**config.mk**
```make
export PLATFORM = sky130hd
export DESIGN_NAME = line_side_gain_termination_regs
export DESIGN_NICKNAME = d
export VERILOG_FILES = /design/src/verilog/line_regs_pkg.sv /design/src/verilog/path_decode.sv /design/src/verilog/intl_decode.sv /design/src/verilog/line_side_gain_termination_regs.sv
export VERILOG_INCLUDE_DIRS = /design/src /design/src/verilog
export SDC_FILE = /design/constraint.sdc
export NUM_CORES = 1
export LEC_CHECK = 0
export BUFFER_PORTS_ARGS = -buffer_cell sky130_fd_sc_hd__clkbuf_2
export CORE_AREA = 2 2 76 96
export DETAILED_ROUTE_END_ITERATION = 10
export DIE_AREA = 0 0 78 98
export MAX_ROUTING_LAYER = met4
export PLACE_DENSITY = 0.56
export SYNTH_ARGS = -nofsm -noshare
export SYNTH_HDL_FRONTEND = slang
export SYNTH_HIERARCHICAL = 1
export SYNTH_SLANG_ARGS = --single-unit
```
**constraint.sdc**
```tcl
create_clock -name pclk -period 1.3 [get_ports pclk]
set_clock_uncertainty 0.1 [all_clocks]
set_input_delay 0.065 -clock pclk [delete_from_list [all_inputs] [get_ports pclk]]
set_output_delay 0.065 -clock pclk [all_outputs]
set_load 0.02 [all_outputs]
```
**src/verilog/line_regs_params.svh**
```systemverilog
// Register indices, field positions and reset values for the line-side register bank
`ifndef LINE_REGS_PARAMS_SVH
`define LINE_REGS_PARAMS_SVH

// Register indices; byte address is four times the index
`define IDX_REVISION 8'h0D
`define IDX_RSVD_ZERO 8'h0E
`define IDX_GAIN_CTRL 8'h0F
`define IDX_INTL_CTRL 8'h10

// Revision register fields
`define REV_ONE_BIT 6
`define REV_CODE_HI 5
`define REV_CODE_LO 2

// Gain control fields
`define GAIN_TX_MUTE 7
`define GAIN_TX_ATT_HI 6
`define GAIN_TX_ATT_LO 4
`define GAIN_RX_MUTE 3
`define GAIN_RX_GAIN_HI 2
`define GAIN_RX_GAIN_LO 0

// International control fields
`define INTL_TERM_HIGH 7
`define INTL_HOOK_SEL 6
`define INTL_TERM_LOW 5
`define INTL_IIR 4
`define INTL_RINGER 1
`define INTL_RING_THR 0

// Writable bit masks and reset values
`define GAIN_WR_MASK 8'hFF
`define INTL_WR_MASK 8'hF3
`define GAIN_RESET 8'h00
`define INTL_RESET 8'h00
`define RSVD_READ 8'h00

// Spark quench codes that go with the slow and the 3 ms on-hook speeds
`define QUENCH_SLOW 2'h3
`define QUENCH_NONE 2'h0

`endif

```
**src/verilog/line_regs_pkg.sv**
```systemverilog
// Types and the level decode function shared by the line-side register bank
package line_regs_pkg;

  typedef enum logic [2:0] {
    LVL_0DB = 3'b000,
    LVL_3DB = 3'b001,
    LVL_6DB = 3'b010,
    LVL_9DB = 3'b011,
    LVL_12DB = 3'b100
  } level_e;

  typedef enum logic [1:0] {
    TERM_REAL_600 = 2'b00,
    TERM_GLOBAL_COMPLEX = 2'b01,
    TERM_TBR21_COMPLEX = 2'b10,
    TERM_NZ_COMPLEX = 2'b11
  } termination_e;

  typedef enum logic [1:0] {
    HOOK_UNDER_0P5MS = 2'b00,
    HOOK_3MS = 2'b01,
    HOOK_26MS = 2'b10
  } hook_speed_e;

  typedef struct packed {
    logic mute;
    level_e level;
  } path_s;

  typedef struct packed {
    termination_e term;
    hook_speed_e hook;
    logic iir_filter;
    logic ringer_synth;
    logic ring_thr_high;
  } line_cfg_s;

  // Codes 1xx all map to the top step
  function automatic level_e level_of(input logic [2:0] code);
    if (code[2]) begin
      return LVL_12DB;
    end
    return level_e'({1'b0, code[1:0]});
  endfunction

endpackage

```
**src/verilog/path_decode.sv**
```systemverilog
// Transmit and receive path decode of the gain control byte
`timescale 1ns/1ps
`include "line_regs_params.svh"

module path_decode
  import line_regs_pkg::*;
(
  // Register contents
  input wire logic [7:0] gain_ctrl,
  // Decoded paths
  output path_s tx_path,
  output path_s rx_path
);

  always_comb begin
    tx_path.mute = gain_ctrl[`GAIN_TX_MUTE];
    tx_path.level = level_of(gain_ctrl[`GAIN_TX_ATT_HI:`GAIN_TX_ATT_LO]);
    rx_path.mute = gain_ctrl[`GAIN_RX_MUTE];
    rx_path.level = level_of(gain_ctrl[`GAIN_RX_GAIN_HI:`GAIN_RX_GAIN_LO]);
  end

endmodule

```
**src/verilog/intl_decode.sv**
```systemverilog
// Line settings decode of the international control byte per device variant
`timescale 1ns/1ps
`include "line_regs_params.svh"

module intl_decode
  import line_regs_pkg::*;
#(
  parameter int TERM_COUNT = 4,
  parameter bit FAST_SYS_CLOCK = 1'b1
) (
  // Register contents and companion fields
  input wire logic [7:0] intl_ctrl,
  input wire logic on_hook_speed_second,
  input wire logic [1:0] spark_quench_field,
  // Decoded settings
  output line_cfg_s cfg
);

  localparam bit FULL = (TERM_COUNT == 4);

  logic term_hi;
  logic term_lo;
  logic hook_sel;

  assign term_hi = intl_ctrl[`INTL_TERM_HIGH];
  assign term_lo = intl_ctrl[`INTL_TERM_LOW];
  assign hook_sel = intl_ctrl[`INTL_HOOK_SEL];

  always_comb begin
    cfg.term = TERM_REAL_600;
    if (TERM_COUNT == 4) begin
      cfg.term = termination_e'({term_hi, term_lo});
    end else if (TERM_COUNT == 2 && (term_hi ^ term_lo)) begin
      cfg.term = TERM_TBR21_COMPLEX;
    end
    cfg.hook = HOOK_UNDER_0P5MS;
    if (FULL) begin
      if (hook_sel && spark_quench_field == `QUENCH_SLOW) begin
        cfg.hook = HOOK_26MS;
      end else if (!hook_sel && on_hook_speed_second &&
                   spark_quench_field == `QUENCH_NONE) begin
        cfg.hook = HOOK_3MS;
      end
    end
    cfg.iir_filter = intl_ctrl[`INTL_IIR] & FAST_SYS_CLOCK;
    cfg.ringer_synth = intl_ctrl[`INTL_RINGER] & FULL;
    cfg.ring_thr_high = intl_ctrl[`INTL_RING_THR] & FULL;
  end

endmodule

```
**src/verilog/line_side_gain_termination_regs.sv**
```systemverilog
// APB register bank for line-side revision, gain and international settings
//
// The APB slave port was decided locally.
`timescale 1ns/1ps
`include "line_regs_params.svh"

module line_side_gain_termination_regs
  import line_regs_pkg::*;
#(
  parameter int ADDR_W = 8,
  parameter int TERM_COUNT = 4,
  parameter bit FAST_SYS_CLOCK = 1'b1,
  // Arbitrary revision value
  parameter logic [3:0] REVISION_CODE = 4'h1
) (
  // Clock, reset and enable
  input wire logic pclk,
  input wire logic presetn,
  input wire logic clk_en,
  // APB slave
  input wire logic psel,
  input wire logic penable,
  input wire logic pwrite,
  input wire logic [ADDR_W-1:0] paddr,
  input wire logic [31:0] pwdata,
  input wire logic [3:0] pstrb,
  output logic [31:0] prdata,
  output logic pready,
  output logic pslverr,
  // Companion on-hook fields held in other registers
  input wire logic on_hook_speed_second,
  input wire logic [1:0] spark_quench_field,
  // Decoded settings
  output path_s tx_path,
  output path_s rx_path,
  output line_cfg_s line_cfg,
  // Raw field views
  output logic transmit_mute,
  output logic [2:0] transmit_attenuation,
  output logic receive_mute,
  output logic [2:0] receive_gain,
  output logic termination_select_high,
  output logic termination_select_low,
  output logic on_hook_speed_select,
  output logic recursive_filter_enable,
  output logic ringer_impedance_select,
  output logic ring_threshold_select
);

  generate
    if (TERM_COUNT != 1 && TERM_COUNT != 2 && TERM_COUNT != 4) begin : g_bad_terms
      $error("TERM_COUNT must be 1, 2 or 4");
    end
    if (ADDR_W < 7 || ADDR_W > 32) begin : g_bad_addr
      $error("ADDR_W must be 7 to 32");
    end
  endgenerate

  typedef enum logic [1:0] {
    SEL_NONE = 2'b00,
    SEL_READ_ONLY = 2'b01,
    SEL_GAIN = 2'b10,
    SEL_INTL = 2'b11
  } target_e;

  logic [7:0] gain_r;
  logic [7:0] intl_r;
  logic [31:0] prdata_r;
  logic err_r;
  path_s tx_nxt;
  path_s rx_nxt;
  line_cfg_s cfg_nxt;
  logic [7:0] line_side_revision_code;
  logic mapped;
  logic setup;
  logic access;
  logic wr_ok;
  target_e target;

  // Byte address of a register index
  function automatic logic [ADDR_W-1:0] byte_addr(input logic [7:0] idx);
    return ADDR_W'({idx, 2'b00});
  endfunction

  // Merge the low byte lane into a register under its writable mask
  function automatic logic [7:0] merge(
    input logic [7:0] old,
    input logic [7:0] wdata,
    input logic lane,
    input logic [7:0] mask
  );
    logic [7:0] upd;
    upd = (old & ~mask) | (wdata & mask);
    return lane ? upd : old;
  endfunction

  // Revision byte: fixed one, revision code, zeros elsewhere
  always_comb begin
    line_side_revision_code = 8'h00;
    line_side_revision_code[`REV_ONE_BIT] = 1'b1;
    line_side_revision_code[`REV_CODE_HI:`REV_CODE_LO] = REVISION_CODE;
  end

  // Address decode
  always_comb begin
    target = SEL_NONE;
    mapped = 1'b1;
    if (paddr == byte_addr(`IDX_REVISION) || paddr == byte_addr(`IDX_RSVD_ZERO)) begin
      target = SEL_READ_ONLY;
    end else if (paddr == byte_addr(`IDX_GAIN_CTRL)) begin
      target = SEL_GAIN;
    end else if (paddr == byte_addr(`IDX_INTL_CTRL)) begin
      target = SEL_INTL;
    end else begin
      mapped = 1'b0;
    end
  end

  // Read data for the addressed register
  function automatic logic [7:0] read_byte(input logic [ADDR_W-1:0] addr);
    logic [7:0] val;
    val = 8'h00;
    if (addr == byte_addr(`IDX_REVISION)) begin
      val = line_side_revision_code;
    end else if (addr == byte_addr(`IDX_RSVD_ZERO)) begin
      val = `RSVD_READ;
    end else if (addr == byte_addr(`IDX_GAIN_CTRL)) begin
      val = gain_r;
    end else if (addr == byte_addr(`IDX_INTL_CTRL)) begin
      val = intl_r & `INTL_WR_MASK;
    end
    return val;
  endfunction

  // Bus phases; no wait states while enabled
  assign setup = psel & ~penable & clk_en;
  assign access = psel & penable & clk_en;
  assign pready = access;
  assign pslverr = access & err_r;
  assign prdata = prdata_r;
  assign wr_ok = access & pwrite & mapped;

  // Read data and error captured in the setup cycle
  always_ff @(posedge pclk or negedge presetn) begin
    if (!presetn) begin
      prdata_r <= 32'h0000_0000;
    end else if (setup) begin
      prdata_r <= pwrite ? 32'h0000_0000 : {24'h00_0000, read_byte(paddr)};
    end
  end

  always_ff @(posedge pclk or negedge presetn) begin
    if (!presetn) begin
      err_r <= 1'b0;
    end else if (setup) begin
      err_r <= ~mapped;
    end
  end

  // Gain control register
  always_ff @(posedge pclk or negedge presetn) begin
    if (!presetn) begin
      gain_r <= `GAIN_RESET;
    end else if (wr_ok && target == SEL_GAIN) begin
      gain_r <= merge(gain_r, pwdata[7:0], pstrb[0], `GAIN_WR_MASK);
    end
  end

  // International control register; reserved bits never store
  always_ff @(posedge pclk or negedge presetn) begin
    if (!presetn) begin
      intl_r <= `INTL_RESET;
    end else if (wr_ok && target == SEL_INTL) begin
      intl_r <= merge(intl_r, pwdata[7:0], pstrb[0], `INTL_WR_MASK);
    end
  end

  path_decode u_path_decode (
    .gain_ctrl(gain_r),
    .tx_path(tx_nxt),
    .rx_path(rx_nxt)
  );

  intl_decode #(
    .TERM_COUNT(TERM_COUNT),
    .FAST_SYS_CLOCK(FAST_SYS_CLOCK)
  ) u_intl_decode (
    .intl_ctrl(intl_r),
    .on_hook_speed_second(on_hook_speed_second),
    .spark_quench_field(spark_quench_field),
    .cfg(cfg_nxt)
  );

  // Decoded path settings
  always_ff @(posedge pclk or negedge presetn) begin
    if (!presetn) begin
      tx_path <= '{mute: 1'b0, level: LVL_0DB};
      rx_path <= '{mute: 1'b0, level: LVL_0DB};
    end else if (clk_en) begin
      tx_path <= tx_nxt;
      rx_path <= rx_nxt;
    end
  end

  // Decoded line settings
  always_ff @(posedge pclk or negedge presetn) begin
    if (!presetn) begin
      line_cfg <= '{term: TERM_REAL_600, hook: HOOK_UNDER_0P5MS, iir_filter: 1'b0,
                    ringer_synth: 1'b0, ring_thr_high: 1'b0};
    end else if (clk_en) begin
      line_cfg <= cfg_nxt;
    end
  end

  // Raw field views straight from the registers
  assign transmit_mute = gain_r[`GAIN_TX_MUTE];
  assign transmit_attenuation = gain_r[`GAIN_TX_ATT_HI:`GAIN_TX_ATT_LO];
  assign receive_mute = gain_r[`GAIN_RX_MUTE];
  assign receive_gain = gain_r[`GAIN_RX_GAIN_HI:`GAIN_RX_GAIN_LO];
  assign termination_select_high = intl_r[`INTL_TERM_HIGH];
  assign termination_select_low = intl_r[`INTL_TERM_LOW];
  assign on_hook_speed_select = intl_r[`INTL_HOOK_SEL];
  assign recursive_filter_enable = intl_r[`INTL_IIR];
  assign ringer_impedance_select = intl_r[`INTL_RINGER];
  assign ring_threshold_select = intl_r[`INTL_RING_THR];

endmodule

```
[Word level (Yosys, flattened, before mapping)]
Index checks and enable logic that the tools add are counted.
Widths: inputs -> output; s select.
Word-level totals
  bits in registers: 64
  input bits: 53
  word-level logic and storage cells: 59
Cells by class
  eq/ne operators: 7
  mux-type cells: 19
  bitwise logic cells: 10
  reductions and logical operators: 10
Operators by type and width (number)
  $mux 8: 5
  $eq 8x6->1 const B: 3
  $mux 3: 4
  $eq 8x7->1 const B: 1
  $mux 2: 4
  $or 4x8->8: 1
  $and 1x1->1: 7
  $eq 2x2->1 const B: 3
  $mux 1: 6
  $logic_and 1x1->1: 5
  $reduce_and 2->1: 2
  $logic_not 2->1: 1
  $not 1->1: 2
  $logic_not 1->1: 1
  $logic_or 1x1->1: 1

[Longest topological paths before layout]
  depth after elaboration: 7
  depth in mapped cells: 6
  gate-level depth less buffers: 4

[By module]
Netlist, hierarchy kept.
Modules (own cells, without submodules)
  line_side_gain_termination_regs: instances 1, cells each 140, area an instance 1836.8 µm²
  intl_decode: instances 1, cells each 7, area an instance 58.8 µm²
  path_decode: instances 1, cells each 8, area an instance 55.1 µm²

[Worst setup path after synthesis]
No wires, ideal clock.
  kind: input to register
  from: in clk_en
  to: reg gain_r[0]
  arrival time: 1.234 ns
  data required time: 1.075 ns
  slack: -0.159 ns
  stages: 6
  path through: buf_6 -> and3_4 -> and3_4 -> and4_4 -> buf_6 -> mux2_4
On the way
  word-level cells in the longest chain between the ends: 5
RTL lines
  start: declaration: line line_side_gain_termination_regs.sv:19  | input wire logic clk_en,
  $and 1x1->1: line line_side_gain_termination_regs.sv:137  | assign access = psel & penable & clk_en;
  via pready: line line_side_gain_termination_regs.sv:28  | output logic pready,
  $and 1x1->1 (2 in series): line line_side_gain_termination_regs.sv:141  | assign wr_ok = access & pwrite & mapped;
  $logic_and 1x1->1: line line_side_gain_termination_regs.sv:164  | end else if (wr_ok && target == SEL_GAIN) begin
  $reduce_and 2->1 (no line)
  end signal: assignment: line line_side_gain_termination_regs.sv:163  | gain_r <= `GAIN_RESET;
  end signal: assignment: line line_side_gain_termination_regs.sv:165  | gain_r <= merge(gain_r, pwdata[7:0], pstrb[0], `GAIN_WR_MASK);
  end: declaration: line line_side_gain_termination_regs.sv:66  | logic [7:0] gain_r;
The timed path passes the listed nets, and every way through them passes these cells.
A chain may end at the register's enable or synchronous reset.

[Worst setup path after layout]
  from: reg gain_r[6]
  to: out transmit_attenuation[2]
RTL lines
  end: declaration: line line_side_gain_termination_regs.sv:39  | output logic [2:0] transmit_attenuation,
No word-level cell between the ends.

==> flow_summary_export.csv <==
group,metric,value,unit
worst_setup_path,cp-end-kind,"output pin",
synthesis,synth-edff-count,0,
grt,antenna_found_initial,0,
min_path,min_path_cells,4,
synthesis,synth_compound_area_share,7.12,%
flow_run,drv_cap,0,
placed_design,dpl.cell_count,306,
placed_design,hpwl,3350,µm
placed_design,io_buffers,64,
synthesis,synthCells,155,
sta,grt_setup_unrepaired,"false",
worst_setup_path,cp_cell_sequence,"clkbuf_2",
finish,num_antenna_cells,0,
worst_setup_path,worstSetupPathDepth,1,
route,drc,0,
synthesis,synth_cell_types,30,
finish,regArea,951,µm²
route,detail-route-antenna-nets,0,
cts,cts_made_buffers,5,
route,finalWirelength,4430,µm
route,vias_per_cell,4.32,
sta,setup_violations,0,
worst_setup_path,arrival,1.05,ns
finish,layoutNonFillerInstCount,325,
cts,cts_tree,"yes",
power,internal_power,0.00185,W
cts,cts_setup_buffers,0,
cts,cts-root-buf,"clkbuf_8",
route,drtIter0Drc,40,
cts,htree_levels,2,
min_path,hold_path_class,"input port to register",
finish,fin_area,2510,µm²
power,comb_power_share,10.5,%
synthesis,ys.flop_type,"dfrtp_1",
worst_setup_path,critPathBufInv,1,
power,worst_ir_drop_vdd,0.500,mV
sta,fin_crit,1.22,ns
synthesis,syn_avg_cell_area,12.6,µm²
worst_setup_path,critPathSlowestCell,"dfrtp_1",
grt,grt_overflow,0,
sta,fmax,821,MHz
floorplanning,fp.dieArea,7640,µm²
synthesis,synth_top_family_by_area,"multiplexers",
worst_setup_path,critical_path_class,"register to output pin",
sta,period_share,93.7,%
synthesis,synth_mux_area_share,18.3,%
finish,layout.cells.most_common_list,"64 x clkbuf_2, 38 x dfrtp_1, 24 x conb_1",
finish,n_fill_cell,711,
sta,slew_viol_final,0,
route,drt_first_pass_iters,2,
synthesis,yosysWarnings,6,
cts,clock_path_buffers,2,
power,sw_frac_of_total,24.4,%
grt,grtUsageTotal,12.1,%
synthesis,synth.yosys.seq_area_share,48.7,%
finish,area_growth,28.9,%
grt,grt_pass1_vias,1380,
floorplanning,core_area,6810,µm²
sta,finalHoldViolCount,0,
route,vias,1404,
synthesis,ys_ff_latch,38,
worst_setup_path,path_max_fanout,6,
synthesis,synth_xor_area_share,0.449,%
route,wl_per_cell,13.6,µm
finish,final_common_cell,"clkbuf_2",
placed_design,gp_congestion,0.740,
power,powerDensity,976,nW/µm²
sta,setup-tns-final,0,ns
synthesis,synth-adder-area-share,0,%
floorplanning,initial_core_util,28.7,%
floorplanning,dieWidth,78,µm
cts,clk_pin_slew,0.08,ns
worst_setup_path,cp.required,1.13,ns
finish,multi_input_area,797,µm²
power,clkPwrFrac,40.7,%
finish,drive_above_1_share,50.6,%
cts,clk_latency,0.29,ns
worst_setup_path,cpPeakStageDelay,0.53,ns
worst_setup_path,reg2reg_depth,2,
synthesis,synth-simple-area-share,10.4,%
cts,clock_sinks,38,
floorplanning,io_pins,116,
synthesis,async_flop_share,100,%
worst_setup_path,critical_path.top_delay_family,"flip-flops",
synthesis,syn-cell-area,1950,µm²
floorplanning,rows,34,
power,p_sw,0.000598,W
placed_design,post_dp_cell_area,2290,µm²
power,power_frac_seq,48.9,%
finish,nets,287,
worst_setup_path,critPathLaunchType,"register",
grt,grt_pass1_wl,6920,µm
power,p_leak,1.38,nW
grt,grt_max_degree,39,
status,outcome,"complete, no violations",
floorplanning,dieHeight,98,µm
state kept, by name (all words and copies together) (netlist names):
signal,flops
gain_r,8
prdata,8
line_cfg,7
intl_r,6
rx_path,4
tx_path,4
err_r,1
area by class of cell:
type / count / area share (%)
Tap cell: 90 / 4.48
Timing Repair Buffer: 88 / 21.5
Clock buffer: 5 / 2.74
Multi-Input combinational cell: 100 / 31.7
Inverter: 1 / 0.149
Clock inverter: 3 / 1.59
Sequential cell: 38 / 37.8
cell families after synthesis:
family	after synthesis
other cells	1
compound gates	17
flops	38
buf+inv	40
simple gates	29
xor+xnor	1
mux	29
worst min-delay path, delay by kind of cell:
family / cells / cell delay, ns
buf+inv: 1 / 0.11
compound gates: 2 / 0.13
simple gates: 1 / 0.06
power groups by stage:
| stage | combinational, W | sequential, W | clock, W |
|---|---|---|---|
| final | 0.000256 | 0.00120 | 0.000998 |
| after global routing | 0.000279 | 0.00120 | 0.00108 |
| after CTS | 0.000261 | 0.00120 | 0.00103 |
| after detailed placement | 0.000235 | 0.00122 | 0 |
| after global placement | 0.000232 | 0.00122 | 0 |
| after floorplan | 0.000175 | 0.00123 | 0 |
final timing paths:
kind                           start                       to  slack (ns)
max                        gain_r[6]  transmit_attenuation[2]        0.08
min                           pwrite                prdata[6]        0.02
max reg2reg                intl_r[6]              line_cfg[4]        0.18
min reg2reg                    err_r                    err_r        0.37
max in group asynchronous    presetn                gain_r[7]        0.49
min in group asynchronous    presetn              line_cfg[3]        0.25
metrics by stage:
step	total power, W	hold WS [ns]	worst slack (ns)	utilization [%]
2_1_floorplan	0.00140	-0.331	-0.106	-
3_3_place_gp	0.00145	0.0479	-0.198	33.7
3_5_place_dp	0.00146	0.0583	-0.217	33.7
4_1_cts	0.00249	0.0236	0.0655	36.9
5_1_grt	0.00256	0.0684	0.0300	36.9
6_report	0.00245	0.0240	0.0813	36.9
per-layer routing:
| layer | up-vias | global-route usage [%] | wire, µm |
|---|---|---|---|
| li1 | 647 | - | - |
| met1 | 701 | 13.9 | 1860 |
| met2 | 51 | 20.3 | 2250 |
| met3 | 5 | 2.77 | 252 |
| met4 | 0 | 4.86 | 61 |
| met5 | - | - | 0 |
cell usage after synthesis (all sizes together) (2+ instances only):
cell / number / area (µm²)
a22o: 10 / 87.6
mux2: 29 / 357
nor3b: 2 / 15.0
nor2b: 6 / 37.5
and3: 6 / 47.5
nor2: 4 / 15.0
dfrtp: 38 / 951
o21ai: 2 / 10.0
buf: 35 / 270
nand2: 3 / 11.3
clkbuf: 4 / 15.0
nor4b: 2 / 23.8
what timing repair did:
item	CTS	global route
resized for setup	0	0
hold buffers	11	0
endpoints found under the hold margin	53	0
No activity file was read; power rests on OpenSTA's default activity.
